$ cat src/hdl/dsol_defines.vh
// Constants for the distance switch output logic
`ifndef DSOL_DEFINES_VH
`define DSOL_DEFINES_VH

// Clock rate and timer resolution
`define DSOL_CLK_MHZ 250
`define DSOL_TICK_MS 5
`define DSOL_US_PER_MS 1000
`define DSOL_LEARN_NT_MS 1000

// Widths and counts
`define DSOL_DW 16
`define DSOL_NSW 2
`define DSOL_CFG_W 7

// Switch register page: byte address = page base + 0x20 * switch index + offset
`define DSOL_SW_PAGE 2'h0
`define DSOL_OFS_CFG 5'h00
`define DSOL_OFS_SETPT 5'h04
`define DSOL_OFS_HYST 5'h08
`define DSOL_OFS_WNEAR 5'h0C
`define DSOL_OFS_WFAR 5'h10
`define DSOL_OFS_ONDLY 5'h14
`define DSOL_OFS_OFFDLY 5'h18
`define DSOL_OFS_NTDLY 5'h1C

// Shared registers
`define DSOL_ADDR_NOSYNC 8'h40
`define DSOL_ADDR_SYNC 8'h44
`define DSOL_ADDR_STATUS 8'h48

// Configuration word fields
`define DSOL_CFG_MODE 0
`define DSOL_CFG_POL 1
`define DSOL_CFG_PWR 2
`define DSOL_CFG_NT 4:3
`define DSOL_CFG_NS 6:5
`define DSOL_SYNC_SLAVE 0

// Forced actions
`define DSOL_ACT_OFF 2'h0
`define DSOL_ACT_ON 2'h1
`define DSOL_ACT_HOLD 2'h2

// Reset values, distances in 0.01 inch
`define DSOL_CFG1_RST 7'h00
`define DSOL_CFG2_RST 7'h02
`define DSOL_SETPT_RST 16'h0BB8
`define DSOL_WIDTH_RST 16'h0019
`define DSOL_HYST_RST 16'h0019
`define DSOL_HYST_MAX 16'h56A1
`define DSOL_DLY_RST 16'h0000
`define DSOL_DIST_RST 16'h0000
`define DSOL_RANGE_MIN 16'h0064
`define DSOL_RANGE_MAX 16'h2EE0

// Pushbutton learn codes
`define DSOL_LRN_SP1 5'h07
`define DSOL_LRN_POL1 5'h08
`define DSOL_LRN_SP2 5'h09
`define DSOL_LRN_POL2 5'h0A
`define DSOL_LRN_NT1S 5'h14
`define DSOL_LRN_NT0 5'h15

`endif

$ cat src/hdl/dsol_tick.v
// Common 5 ms tick divider and shared no-sync watchdog
`timescale 1ns/100ps
`include "dsol_defines.vh"
module dsol_tick #(
  parameter TICK_CYCLES = 1250000,
  parameter CNT_W = 21,
  parameter DW = `DSOL_DW
) (
  // Clock and reset
  input wire clk_sys,
  input wire rst_n,
  // Sync watch
  input wire syncSlave,
  input wire syncSeen,
  input wire [DW-1:0] noSyncDly,
  // Results
  output reg tick_q,
  output reg noSync_q
);
  reg [CNT_W-1:0] div_q;
  reg [DW-1:0] missCnt_q;

  always @(posedge clk_sys) begin
    if (!rst_n) begin
      div_q <= {CNT_W{1'b0}};
      tick_q <= 1'b0;
    end else if (div_q == TICK_CYCLES[CNT_W-1:0] - 1'b1) begin
      div_q <= {CNT_W{1'b0}};
      tick_q <= 1'b1;
    end else begin
      div_q <= div_q + 1'b1;
      tick_q <= 1'b0;
    end
  end

  // One delay for every output; counts whole ticks since last sync
  always @(posedge clk_sys) begin
    if (!rst_n) begin
      missCnt_q <= {DW{1'b0}};
      noSync_q <= 1'b0;
    end else begin
      if (!syncSlave || syncSeen) begin
        missCnt_q <= {DW{1'b0}};
      end else if (tick_q && !(&missCnt_q)) begin
        missCnt_q <= missCnt_q + 1'b1;
      end
      noSync_q <= syncSlave && !syncSeen && (missCnt_q > noSyncDly);
    end
  end
endmodule

$ cat src/hdl/dsol_switch.v
// Decision logic of one switch output
`timescale 1ns/100ps
`include "dsol_defines.vh"
module dsol_switch #(
  parameter DW = `DSOL_DW
) (
  // Clock and reset
  input wire clk_sys,
  input wire rst_n,
  input wire tick,
  // Measurement
  input wire measDone,
  input wire measValid,
  input wire [DW-1:0] measDist,
  input wire noSync,
  // Configuration
  input wire [`DSOL_CFG_W-1:0] cfg,
  input wire [DW-1:0] setpt,
  input wire [DW-1:0] hyst,
  input wire [DW-1:0] wNear,
  input wire [DW-1:0] wFar,
  input wire [DW-1:0] onDly,
  input wire [DW-1:0] offDly,
  input wire [DW-1:0] ntDly,
  input wire [DW-1:0] rangeMin,
  input wire [DW-1:0] rangeMax,
  // State
  output reg swOn_q,
  output reg warn_q,
  output reg noTgt_q
);
  reg armed_q;
  reg condQ_q;
  reg absent_q;
  reg [DW-1:0] qualCnt_q;
  reg [DW-1:0] ntCnt_q;
  reg condNow;
  reg warnD;
  wire modeWin = cfg[`DSOL_CFG_MODE];
  wire pol = cfg[`DSOL_CFG_POL];
  wire [DW:0] spHi = {1'b0, setpt} + {1'b0, hyst};
  wire [DW:0] spLo = {1'b0, setpt} - {1'b0, hyst};
  wire [DW:0] winHi = {1'b0, wFar} + {1'b0, hyst};
  wire [DW:0] winLo = {1'b0, wNear} - {1'b0, hyst};
  wire inWin = (measDist >= wNear) && (measDist <= wFar);
  wire newMeas = measDone && measValid;
  wire ntFire = absent_q && (ntCnt_q >= ntDly);
  wire [DW-1:0] qualDly = condQ_q ? onDly : offDly;
  wire qualFire = (condQ_q != swOn_q) && (qualCnt_q >= qualDly);

  always @* begin
    if (modeWin) begin
      condNow = pol ? !inWin : inWin;
    end else if (!pol) begin
      // Closer: on at setpoint, off once at or beyond setpoint plus hysteresis
      condNow = swOn_q ? ({1'b0, measDist} < spHi) : (measDist <= setpt);
    end else begin
      condNow = swOn_q ? (spLo[DW] || ({1'b0, measDist} > spLo))
                       : (measDist >= setpt);
    end
  end

  always @* begin
    if (modeWin) begin
      warnD = (winHi > {1'b0, rangeMax}) || winLo[DW] || (winLo < {1'b0, rangeMin});
    end else if (!pol) begin
      warnD = spHi > {1'b0, rangeMax};
    end else begin
      warnD = spLo[DW] || (spLo < {1'b0, rangeMin});
    end
  end

  always @(posedge clk_sys) begin
    if (!rst_n) begin
      armed_q <= 1'b0;
      condQ_q <= 1'b0;
      absent_q <= 1'b0;
      qualCnt_q <= {DW{1'b0}};
      ntCnt_q <= {DW{1'b0}};
      swOn_q <= 1'b0;
      warn_q <= 1'b0;
      noTgt_q <= 1'b0;
    end else begin
      warn_q <= warnD;
      noTgt_q <= ntFire;
      if (measDone) begin
        armed_q <= 1'b1;
        absent_q <= !measValid;
      end
      if (newMeas) begin
        condQ_q <= condNow;
      end
      if (newMeas) begin
        ntCnt_q <= {DW{1'b0}};
      end else if (absent_q && tick && !(&ntCnt_q)) begin
        ntCnt_q <= ntCnt_q + 1'b1;
      end
      // Restart whenever the condition flips or matches the output
      if ((condQ_q == swOn_q) || (newMeas && (condNow != condQ_q))) begin
        qualCnt_q <= {DW{1'b0}};
      end else if (tick && !(&qualCnt_q)) begin
        qualCnt_q <= qualCnt_q + 1'b1;
      end
      if (!armed_q) begin
        swOn_q <= cfg[`DSOL_CFG_PWR];
      end else if (noSync) begin
        case (cfg[`DSOL_CFG_NS])
          `DSOL_ACT_ON: swOn_q <= 1'b1;
          `DSOL_ACT_OFF: swOn_q <= 1'b0;
          default: swOn_q <= swOn_q;
        endcase
      end else if (ntFire) begin
        case (cfg[`DSOL_CFG_NT])
          `DSOL_ACT_ON: swOn_q <= 1'b1;
          `DSOL_ACT_OFF: swOn_q <= 1'b0;
          default: swOn_q <= swOn_q;
        endcase
      end else if (!absent_q && qualFire) begin
        swOn_q <= condQ_q;
      end
    end
  end
endmodule

$ cat src/hdl/dsol_top.v
// Two-switch distance decision block with APB registers and learn codes
//
// What this block does
// - Setpoint mode: on at setpoint, off past hysteresis
// - Window mode: state from distance within window
// - Mode per switch, setpoint by default
// - Power-up state per switch, default off
// - Hold power-up state until first measurement
// - Learn 7/9 capture setpoint for switches
// - Setpoint polarity: on closer or farther
// - Window polarity: state inside window, opposite outside
// - Learn 8/10 invert polarity of switches
// - No target too long forces no-target action
// - No-target delay needs continuous absence
// - Learn 20 sets one second, 21 zero
// - Hysteresis up to 221.77 in, default 0.25
// - Warn when hysteresis leaves range window
// - On only after continuous on condition delay
// - Off only after continuous off condition delay
// - Sync slave without sync forces no-sync action
// - One no-sync delay shared by all outputs
// - Window far defaults setpoint plus 0.25 in
// - Window near defaults setpoint, learned 7/9
// - Learning near shifts far, width constant
// - No-sync delay needs continuous sync absence
//
// The implementer's own choices: the address map and the APB register port.
`timescale 1ns/100ps
`include "dsol_defines.vh"
module dsol_top #(
  parameter TICK_CYCLES = `DSOL_TICK_MS * `DSOL_US_PER_MS * `DSOL_CLK_MHZ,
  parameter DW = `DSOL_DW,
  parameter NSW = `DSOL_NSW,
  parameter [`DSOL_DW-1:0] RANGE_MIN = `DSOL_RANGE_MIN,
  parameter [`DSOL_DW-1:0] RANGE_MAX = `DSOL_RANGE_MAX
) (
  // Clock and reset
  input wire clk_sys,
  input wire rst_n,
  // APB slave
  input wire psel,
  input wire penable,
  input wire pwrite,
  input wire [7:0] paddr,
  input wire [31:0] pwdata,
  output reg [31:0] prdata,
  output reg pready,
  output reg pslverr,
  // Measurement engine
  input wire measDone,
  input wire measValid,
  input wire [DW-1:0] measDist,
  // Sync input pulse from master
  input wire syncSeen,
  // Pushbutton learn
  input wire learnStb,
  input wire [4:0] learnCode,
  // Switch outputs
  output wire switchOne,
  output wire switchTwo,
  output wire [NSW-1:0] cfgWarn
);
  localparam [DW-1:0] LEARN_NT_TICKS = `DSOL_LEARN_NT_MS / `DSOL_TICK_MS;
  localparam [DW-1:0] HYST_MAX = `DSOL_HYST_MAX;

  integer i;
  reg [`DSOL_CFG_W-1:0] cfg_q [0:NSW-1];
  reg [DW-1:0] setpt_q [0:NSW-1];
  reg [DW-1:0] hyst_q [0:NSW-1];
  reg [DW-1:0] wNear_q [0:NSW-1];
  reg [DW-1:0] wFar_q [0:NSW-1];
  reg [DW-1:0] onDly_q [0:NSW-1];
  reg [DW-1:0] offDly_q [0:NSW-1];
  reg [DW-1:0] ntDly_q [0:NSW-1];
  reg [DW-1:0] noSyncDly_q;
  reg syncSlave_q;
  reg [DW-1:0] lastDist_q;
  reg [31:0] rdData;
  reg rdErr;
  wire tick;
  wire noSync;
  wire [NSW-1:0] swOn;
  wire [NSW-1:0] swWarn;
  wire [NSW-1:0] swNoTgt;

  // Address decode
  wire inSw = paddr[7:6] == `DSOL_SW_PAGE;
  wire swIdx = paddr[5];
  wire [4:0] regOfs = paddr[4:0];
  wire setupPh = psel && !penable;
  wire wrEn = psel && penable && pready && pwrite;
  wire [DW-1:0] wrHalf = pwdata[DW-1:0];
  wire [DW-1:0] wrHyst = (wrHalf > HYST_MAX) ? HYST_MAX : wrHalf;

  always @* begin
    rdData = 32'h00000000;
    rdErr = 1'b0;
    if (inSw) begin
      case (regOfs)
        `DSOL_OFS_CFG: rdData = {25'h0000000, cfg_q[swIdx]};
        `DSOL_OFS_SETPT: rdData = {16'h0000, setpt_q[swIdx]};
        `DSOL_OFS_HYST: rdData = {16'h0000, hyst_q[swIdx]};
        `DSOL_OFS_WNEAR: rdData = {16'h0000, wNear_q[swIdx]};
        `DSOL_OFS_WFAR: rdData = {16'h0000, wFar_q[swIdx]};
        `DSOL_OFS_ONDLY: rdData = {16'h0000, onDly_q[swIdx]};
        `DSOL_OFS_OFFDLY: rdData = {16'h0000, offDly_q[swIdx]};
        `DSOL_OFS_NTDLY: rdData = {16'h0000, ntDly_q[swIdx]};
        default: rdErr = 1'b1;
      endcase
    end else begin
      case (paddr)
        `DSOL_ADDR_NOSYNC: rdData = {16'h0000, noSyncDly_q};
        `DSOL_ADDR_SYNC: rdData = {31'h00000000, syncSlave_q};
        `DSOL_ADDR_STATUS: rdData = {25'h0000000, noSync, swNoTgt, swWarn, swOn};
        default: rdErr = 1'b1;
      endcase
    end
  end

  // Answer is prepared in setup so access completes with no wait state
  always @(posedge clk_sys) begin
    if (!rst_n) begin
      prdata <= 32'h00000000;
      pready <= 1'b0;
      pslverr <= 1'b0;
    end else begin
      pready <= setupPh;
      pslverr <= setupPh && rdErr;
      if (setupPh && !pwrite) begin
        prdata <= rdErr ? 32'h00000000 : rdData;
      end
    end
  end

  // Configuration storage; a bus write overrides a learn in the same cycle
  always @(posedge clk_sys) begin
    if (!rst_n) begin
      for (i = 0; i < NSW; i = i + 1) begin
        setpt_q[i] <= `DSOL_SETPT_RST;
        hyst_q[i] <= `DSOL_HYST_RST;
        wNear_q[i] <= `DSOL_SETPT_RST;
        wFar_q[i] <= `DSOL_SETPT_RST + `DSOL_WIDTH_RST;
        onDly_q[i] <= `DSOL_DLY_RST;
        offDly_q[i] <= `DSOL_DLY_RST;
        ntDly_q[i] <= `DSOL_DLY_RST;
      end
      cfg_q[0] <= `DSOL_CFG1_RST;
      cfg_q[1] <= `DSOL_CFG2_RST;
      noSyncDly_q <= `DSOL_DLY_RST;
      syncSlave_q <= 1'b0;
      lastDist_q <= `DSOL_DIST_RST;
    end else begin
      if (measDone && measValid) begin
        lastDist_q <= measDist;
      end
      if (learnStb) begin
        case (learnCode)
          `DSOL_LRN_SP1: begin
            setpt_q[0] <= lastDist_q;
            wNear_q[0] <= lastDist_q;
            wFar_q[0] <= lastDist_q + (wFar_q[0] - wNear_q[0]);
          end
          `DSOL_LRN_SP2: begin
            setpt_q[1] <= lastDist_q;
            wNear_q[1] <= lastDist_q;
            wFar_q[1] <= lastDist_q + (wFar_q[1] - wNear_q[1]);
          end
          `DSOL_LRN_POL1: begin
            cfg_q[0][`DSOL_CFG_POL] <= !cfg_q[0][`DSOL_CFG_POL];
          end
          `DSOL_LRN_POL2: begin
            cfg_q[1][`DSOL_CFG_POL] <= !cfg_q[1][`DSOL_CFG_POL];
          end
          `DSOL_LRN_NT1S: begin
            for (i = 0; i < NSW; i = i + 1) begin
              ntDly_q[i] <= LEARN_NT_TICKS;
            end
          end
          `DSOL_LRN_NT0: begin
            for (i = 0; i < NSW; i = i + 1) begin
              ntDly_q[i] <= `DSOL_DLY_RST;
            end
          end
          default: begin
          end
        endcase
      end
      if (wrEn && inSw) begin
        case (regOfs)
          `DSOL_OFS_CFG: cfg_q[swIdx] <= pwdata[`DSOL_CFG_W-1:0];
          `DSOL_OFS_SETPT: setpt_q[swIdx] <= wrHalf;
          `DSOL_OFS_HYST: hyst_q[swIdx] <= wrHyst;
          `DSOL_OFS_WNEAR: wNear_q[swIdx] <= wrHalf;
          `DSOL_OFS_WFAR: wFar_q[swIdx] <= wrHalf;
          `DSOL_OFS_ONDLY: onDly_q[swIdx] <= wrHalf;
          `DSOL_OFS_OFFDLY: offDly_q[swIdx] <= wrHalf;
          `DSOL_OFS_NTDLY: ntDly_q[swIdx] <= wrHalf;
          default: begin
          end
        endcase
      end
      if (wrEn && !inSw) begin
        case (paddr)
          `DSOL_ADDR_NOSYNC: noSyncDly_q <= wrHalf;
          `DSOL_ADDR_SYNC: syncSlave_q <= pwdata[`DSOL_SYNC_SLAVE];
          default: begin
          end
        endcase
      end
    end
  end

  dsol_tick #(
    .TICK_CYCLES(TICK_CYCLES),
    .DW(DW)
  ) u_tick (
    .clk_sys(clk_sys),
    .rst_n(rst_n),
    .syncSlave(syncSlave_q),
    .syncSeen(syncSeen),
    .noSyncDly(noSyncDly_q),
    .tick_q(tick),
    .noSync_q(noSync)
  );

  genvar g;
  generate
    for (g = 0; g < NSW; g = g + 1) begin : gSw
      dsol_switch #(
        .DW(DW)
      ) u_sw (
        .clk_sys(clk_sys),
        .rst_n(rst_n),
        .tick(tick),
        .measDone(measDone),
        .measValid(measValid),
        .measDist(measDist),
        .noSync(noSync),
        .cfg(cfg_q[g]),
        .setpt(setpt_q[g]),
        .hyst(hyst_q[g]),
        .wNear(wNear_q[g]),
        .wFar(wFar_q[g]),
        .onDly(onDly_q[g]),
        .offDly(offDly_q[g]),
        .ntDly(ntDly_q[g]),
        .rangeMin(RANGE_MIN),
        .rangeMax(RANGE_MAX),
        .swOn_q(swOn[g]),
        .warn_q(swWarn[g]),
        .noTgt_q(swNoTgt[g])
      );
    end
  endgenerate

  // Switch outputs are the flops inside each switch instance
  assign switchOne = swOn[0];
  assign switchTwo = swOn[1];
  assign cfgWarn = swWarn;
endmodule

$ cat config.mk
export PLATFORM = sky130hd
export DESIGN_NAME = dsol_top
export DESIGN_NICKNAME = d
export VERILOG_FILES = /design/src/hdl/dsol_tick.v /design/src/hdl/dsol_switch.v /design/src/hdl/dsol_top.v
export VERILOG_INCLUDE_DIRS = /design/src /design/src/hdl
export SDC_FILE = /design/constraint.sdc
export NUM_CORES = 2
export LEC_CHECK = 0
export BUFFER_PORTS_ARGS = -buffer_cell sky130_fd_sc_hd__buf_2
export CORE_ASPECT_RATIO = 2
export CORE_MARGIN = 2
export CORE_UTILIZATION = 25
export DETAILED_ROUTE_END_ITERATION = 12
export SYNTH_ARGS = -nofsm -noshare
export SYNTH_HDL_FRONTEND = slang
export SYNTH_SLANG_ARGS = --single-unit
$ cat constraint.sdc
create_clock -name clk_sys -period 4.05 [get_ports clk_sys]
set_input_delay 0.2025 -clock clk_sys [delete_from_list [all_inputs] [get_ports clk_sys]]
set_output_delay 0.2025 -clock clk_sys [all_outputs]
set_load 0.02 [all_outputs]
== Yosys cells after proc, flatten, opt, wreduce, memory -nomap -nowiden ==
Memories as Yosys holds them, arrays and structs flattened.
Cells that the tools add are included.

* Bits in registers: 180
* RAM bits: 238
* Output and inout port bits: 38
* Memories kept: 8

{| class="wikitable"
|+ Memory list
! memory !! words !! bits a word !! rd ports !! clocked after Yosys merged registers in !! wr ports !! line !! text
|-
| hyst_q || 2 || 16 || 3 || 0 || 2 || dsol_top.v:69 || <nowiki>reg [DW-1:0] hyst_q [0:NSW-1];</nowiki>
|-
| ntDly_q || 2 || 16 || 3 || 0 || 3 || dsol_top.v:74 || <nowiki>reg [DW-1:0] ntDly_q [0:NSW-1];</nowiki>
|-
| offDly_q || 2 || 16 || 3 || 0 || 2 || dsol_top.v:73 || <nowiki>reg [DW-1:0] offDly_q [0:NSW-1];</nowiki>
|-
| onDly_q || 2 || 16 || 3 || 0 || 2 || dsol_top.v:72 || <nowiki>reg [DW-1:0] onDly_q [0:NSW-1];</nowiki>
|-
| setpt_q || 2 || 16 || 3 || 0 || 3 || dsol_top.v:68 || <nowiki>reg [DW-1:0] setpt_q [0:NSW-1];</nowiki>
|-
| wFar_q || 2 || 16 || 3 || 0 || 3 || dsol_top.v:71 || <nowiki>reg [DW-1:0] wFar_q [0:NSW-1];</nowiki>
|-
| +2 memories || n/a || n/a || n/a || n/a || n/a || n/a ||
|}

* Add/subtract/negate cells: 18
* Order comparisons: 26
* Equal/unequal tests: 33
* Muxes and demuxes: 115
* Bitwise operators: 13
* Reductions and logical operators: 79

{| class="wikitable"
|+ Operators with widths
! cell !! count
|-
| 16-bit 2-to-1 mux || 16
|-
| 16-bit >= comparator || 8
|-
| 16-bit case mux with 8 select lines || 1
|-
| 1-bit 2-to-1 mux || 91
|-
| 16-bit by 1-bit adder with 16-bit output, second input constant || 5
|-
| 16-bit AND reduction || 5
|-
| 16-bit by 16-bit adder with 17-bit output || 4
|-
| 17-bit by 14-bit greater-than comparator with 1-bit output, second input constant || 4
|-
| 17-bit by 7-bit less-than comparator with 1-bit output, second input constant || 4
|-
| 16-bit by 16-bit subtractor with 17-bit output || 4
|-
| 16-bit less-or-equal comparator || 4
|-
| 32-bit 2-to-1 mux || 2
|-
| 16-bit case mux with 3 select lines || 1
|-
| 16-bit OR reduction || 3
|-
| 16-bit by 17-bit greater-than comparator with 1-bit output || 2
|-
| 16-bit by 17-bit less-than comparator with 1-bit output || 2
|-
| 16-bit adder || 2
|-
| 16-bit subtractor || 2
|-
| 5-bit == test, second input constant || 6
|-
| 1-bit logical AND || 27
|-
| 5-bit by 4-bit == test with 1-bit output, second input constant || 5
|-
| 8-bit by 7-bit == test with 1-bit output, second input constant || 3
|-
| 21-bit by 1-bit adder with 21-bit output, second input constant || 1
|-
| 21-bit == test, second input constant || 1
|-
| other kinds (20) || 81
|}

== Depth between registers and ports, before layout ==
An unclocked memory read counts as a cell.

* Word-level depth: 11
* Gate-level depth with buffers: 22

== By module ==
Synthesis repeated with hierarchy kept, for this count alone.

* Cells, all modules: 4242
* Area, all modules: 36747.7 um2

{| class="wikitable"
|+ Modules (own cells, without submodules)
! module !! instances !! cells an instance !! area an instance (um2) !! seq. area each (um2)
|-
| dsol_top || 1 || 1545 || 16005.4 || 8167.8
|-
| dsol_switch (gSw[0].u_sw) || 1 || 1227 || 9377.7 || 760.7
|-
| dsol_switch (gSw[1].u_sw) || 1 || 1194 || 9067.4 || 760.7
|-
| dsol_tick || 1 || 276 || 2297.2 || 780.7
|}

== Worst setup path after synthesis ==
Ideal clock, no wire load.

* Kind: reg-to-reg
* Start point: memory hyst_q[0][0] (netlist name)
* End point: register gSw[0].u_sw.qualCnt_q[12]
* Data arrival time: 4.069 ns
* Path slack: -0.141 ns
* Stages on the path, launching flop included: 20
* Clock period less this slack: 4.191 ns
* Cells stage by stage: edfxtp_1 > ha_1 > inv_1 > fa_1 > o21bai_1 > a21oi_1 > o21ai_1 > a311o_1 > nand4_1 > nand2_1 > xnor2_1 > ha_1 > a2111o_1 > a211oi_1 > a211oi_1 > a41o_1 > nor4_2 > o32a_2 > buf_12 > nor2_4

{| class="wikitable"
|+ RTL lines
! what !! line !! text
|-
| from (decl) || dsol_top.v:69 ||
|-
| to (signal assigned) || dsol_switch.v:78 || <nowiki>qualCnt_q <= {DW{1'b0}};</nowiki>
|-
| to (signal assigned) || dsol_switch.v:100 || <nowiki>qualCnt_q <= {DW{1'b0}};</nowiki>
|-
| to (signal assigned) || dsol_switch.v:102 || <nowiki>qualCnt_q <= qualCnt_q + 1'b1;</nowiki>
|-
| to (decl) || dsol_switch.v:35 || <nowiki>reg [DW-1:0] qualCnt_q;</nowiki>
|}

==> summary.md <==
| Metric | Value |
|---|---|
| H-tree Lvls | 2 |
| Initial DRC count | 2144 |
| Tmin final | 4.420 ns |
| Largest net degree at the start of global routing | 47 |
| Final ANT Viol Nets | 0 |
| Syn Inst Count | 3522 |
| Post-detail-place hpwl | 135000 um |
| CP Launch Type | flip-flop |
| CTS root buffer | clkbuf_16 |
| Crit end category | flip-flop |
| Clock skew | 0.04795 ns |
| CTS tree | built |
| CP max FO | 8 |
| RSZ-0062 raised after global routing | yes |
| Row count | 185 |
| EDFF count, synth | 238 |
| Wire per inst | 29.93 um |
| Hold wc startpoint | measDist[9] |
| Post-Synthesis Cell Area | 32030 um^2 |
| CP max stage delay | 0.41 ns |
| P per Cell Area | 299.8 nW/um^2 |
| R2R setup slack | -0.37 ns |
| Die H | 510.2 um |
| Number of synthesized register bits | 402 |
| R2r endpoint | gSw[1].u_sw.qualCnt_q[10]$_SDFFE_PP0P_ |
| Status | finished with violations |
| Post-Syn Area per Cell | 9.095 um^2 |
| Synth unique cells | 96 |
| Cells along the critical path | ha_2 > inv_2 > fa_2 > nor2_4 > o311ai_4 > a211oi_4 > buf_4 > nor2_2 > o21bai_1 > xor2_1 > ha_1 > a21o_1 > a31oi_1 > nand2_2 > a2111o_1 > a41oi_2 > o311ai_4 > a2bb2oi_4 > buf_12 > buf_16 > nor2_2 |
| Clk_lat worst skew | 0.65 ns |
| Die Wd | 257.1 um |
| Core area | 127100 um^2 |
| GP Congestion | 1.087 |
| Worst vdd ir | 0.2872 mV |
| # clock sinks | 402 |
| Clk buf depth | 3 |
| Ys flop type | edfxtp_1 |
| Min-Delay Path Class | input pin to flip-flop |
| Asr flop ratio synth | 0% |
| Ys Warns | 0 |
| DRT Pass-1 Iters | 5 |
| Hold Slack | 0.02825 ns |
| Sequential area share after synthesis | 32.56% |
| Buffers & Inverters on Critical Path | 4 |
| Final Cycle Share | 109.1% |
| Post-Layout Inst Area | 39340 um^2 |
| Hold path depth | 3 |
| Via density | 5.299 |
| Initial antenna violation count | 19 |
| CP max stage cell | fa_2 |
| Num CTS Buffers | 42 |
| First-pass GRT wire length | 229700 um |
| Final cell utilization of the core | 30.95% |
| Post-synth top cells | ha_1 (402), nor2_1 (322), inv_1 (309), nand2_1 (289), edfxtp_1 (238) |
| Synth area leaders | edfxtp_1 (22%), ha_1 (16%), dfxtp_1 (10%) |
| Via count | 30060 |
| Fmax | 0.2262 GHz |
| DR DRC count | 0 |
| Number of global-route vias before repair | 29920 |
| Top Family by Delay on Critical Path | compound AO/OA/AOI/OAI gates |
| Worst EP arrival | 4.95 ns |
| R2r startpoint | setpt_q[1][0]$_DFFE_PP_ |
| Fraction of layout cells with a size suffix above 1 | 18.51% |
| Nets@finish | 4440 |
| Setup TNS | -9.278 ns |
| IO Pins | 108 |
| Failing checks | negative setup slack |
| # setup viols final | 32 |
| Required @ worst endpoint | 4.58 ns |
| Pleak | 16.57 nW |
| Hold Crit Endpoint | lastDist_q[9]$_SDFFE_PN0P_ |
| Post-place instance area | 36980 um^2 |
| Clock slew at reported path FFs | 0.07 ns |
| DIE AREA | 131200 um^2 |
| Grt ovf | 0 |
| Max-slew violations | 0 |
| Synth area leader | edfxtp_1 |
| Final WL | 169800 um |
| Max transition margin | 21.81% |
| Critical path class | flip-flop to flip-flop |
| Global Route Usage Sum | 25.48% |
| Hold Vio Cnt, Final | 0 |
| Top cell type's share of synthesized area | 22.31% |
| IO Port Bufs | 75 |
| Worst-Margin Slew | 1.173 ns |
| Initial Utilization | 25.21% |
| Final worst setup slack | -0.3702 ns |
| Area Growth Syn to Fin | 22.80% |
| R2r worst-path depth | 21 |
| Max Cap Violations | 0 |
| Most frequent cell after synthesis | ha_1 |
where the power goes:
group	switching (mW)	internal, mW
Clock	1.97	2.52
Combinational	1.65	1.07
Sequential	0.156	4.42
Total	3.78	8.01
worst max path at each step:
stage | from | end | slack [ns] | cells after the start
after global placement | hyst_q[1][0]$_SDFFCE_PN1P_ | gSw[1].u_sw.qualCnt_q[11]$_SDFFE_PP0P_ | -0.53 | 21
after CTS | setpt_q[1][0]$_DFFE_PP_ | gSw[1].u_sw.qualCnt_q[0]$_SDFFE_PP0P_ | -0.30 | 21
after detailed placement | hyst_q[1][0]$_SDFFCE_PN1P_ | gSw[1].u_sw.qualCnt_q[0]$_SDFFE_PP0P_ | -0.55 | 18
final | setpt_q[1][0]$_DFFE_PP_ | gSw[1].u_sw.qualCnt_q[10]$_SDFFE_PP0P_ | -0.37 | 21
after floorplan | hyst_q[1][3]$_SDFFCE_PN1P_ | gSw[1].u_sw.qualCnt_q[12]$_SDFFE_PP0P_ | 0.004 | 20
after global routing | setpt_q[1][0]$_DFFE_PP_ | gSw[1].u_sw.qualCnt_q[10]$_SDFFE_PP0P_ | -0.63 | 21
area by class of cell:
cell class,instances,area (um^2)
timing repair buffer,491,3666
antenna,23,57.56
tap,1683,2106
inverter,310,1164
sequential,402,10430
multi-input combinational,2685,20390
clock inverter,26,356.6
clock buffer,52,1161
fill,13340,87740
cell usage in the layout (no fill, tap or decap), types with 49 or more instances in the layout:
master / instances
o21ai_0: 163
and3_1: 74
nand2_1: 286
buf_4: 396
dfxtp_1: 163
mux2i_1: 63
xor2_1: 95
nand4_1: 56
nor3_1: 49
buf_2: 74
inv_1: 298
xnor2_1: 93
nand3_1: 69
ha_1: 392
edfxtp_1: 238
a21o_1: 89
nor2_1: 305
and2_1: 86
a21oi_1: 200
tightest hold or removal path, cell delays in order:
cell,delay (ns)
buf_2,0.25
nand2_1,0.11
a21oi_1,0.06
metal layers:
layer | vias to the layer above | global-route usage (%) | share of wire (%)
met5 | - | 0 | 0.055
met4 | 14 | 28.94 | 14
met3 | 600 | 4.812 | 5.9
met2 | 1389 | 45.64 | 50
met1 | 14570 | 22.55 | 31
li1 | 13490 | - | -
registers in the layout, summed over array words and instances, names as in the netlist, 2 cells and up:
signal and count:
offDly_q 32, wFar_q 32, gSw.u_sw.ntCnt_q 32, gSw.u_sw.noTgt_q 2, noSyncDly_q 16, lastDist_q 16
prdata 16, gSw.u_sw.condQ_q 2, onDly_q 32, gSw.u_sw.qualCnt_q 32, u_tick.missCnt_q 16, setpt_q 32
u_tick.div_q 21, hyst_q 32, wNear_q 32, gSw.u_sw.swOn_q 2, gSw.u_sw.warn_q 2, cfg_q 14
ntDly_q 32
logic make-up (layout without fill, tap and decap cells):
family | Yosys count | in the layout | synth area share (%)
xor+xnor | 193 | 193 | 5.277
other cells | 1 | 41 | 0.01171
simple gates | 1125 | 1125 | 17.17
fa+ha+maj | 438 | 438 | 17.95
flops | 402 | 402 | 32.56
buf+inv | 452 | 879 | 5.636
compound gates | 805 | 805 | 16.61
mux | 106 | 106 | 4.781
metrics by stage:
step / std cells / power [mW] / setup WS, ns
after detailed placement: 5540 / 7.183 / -0.5511
after global placement: 5540 / 7.157 / -0.5325
after floorplan: 3539 / 6.014 / 0.003993
final: 5672 / 11.79 / -0.3702
after CTS: 5644 / 11.70 / -0.3039
after global routing: 5657 / 12.12 / -0.6331
what timing repair did:
| action | CTS | global route |
|---|---|---|
| setup buffers | 19 | 5 |
| pin swaps | 40 | 18 |
| setup endpoints to repair | 38 | 44 |
| endpoints found under the hold margin | 8 | 0 |
| resized for setup | 61 | 46 |
| gates cloned | 2 | 0 |
| hold buffers | 6 | 0 |
Power figures use the tool's default switching activity.
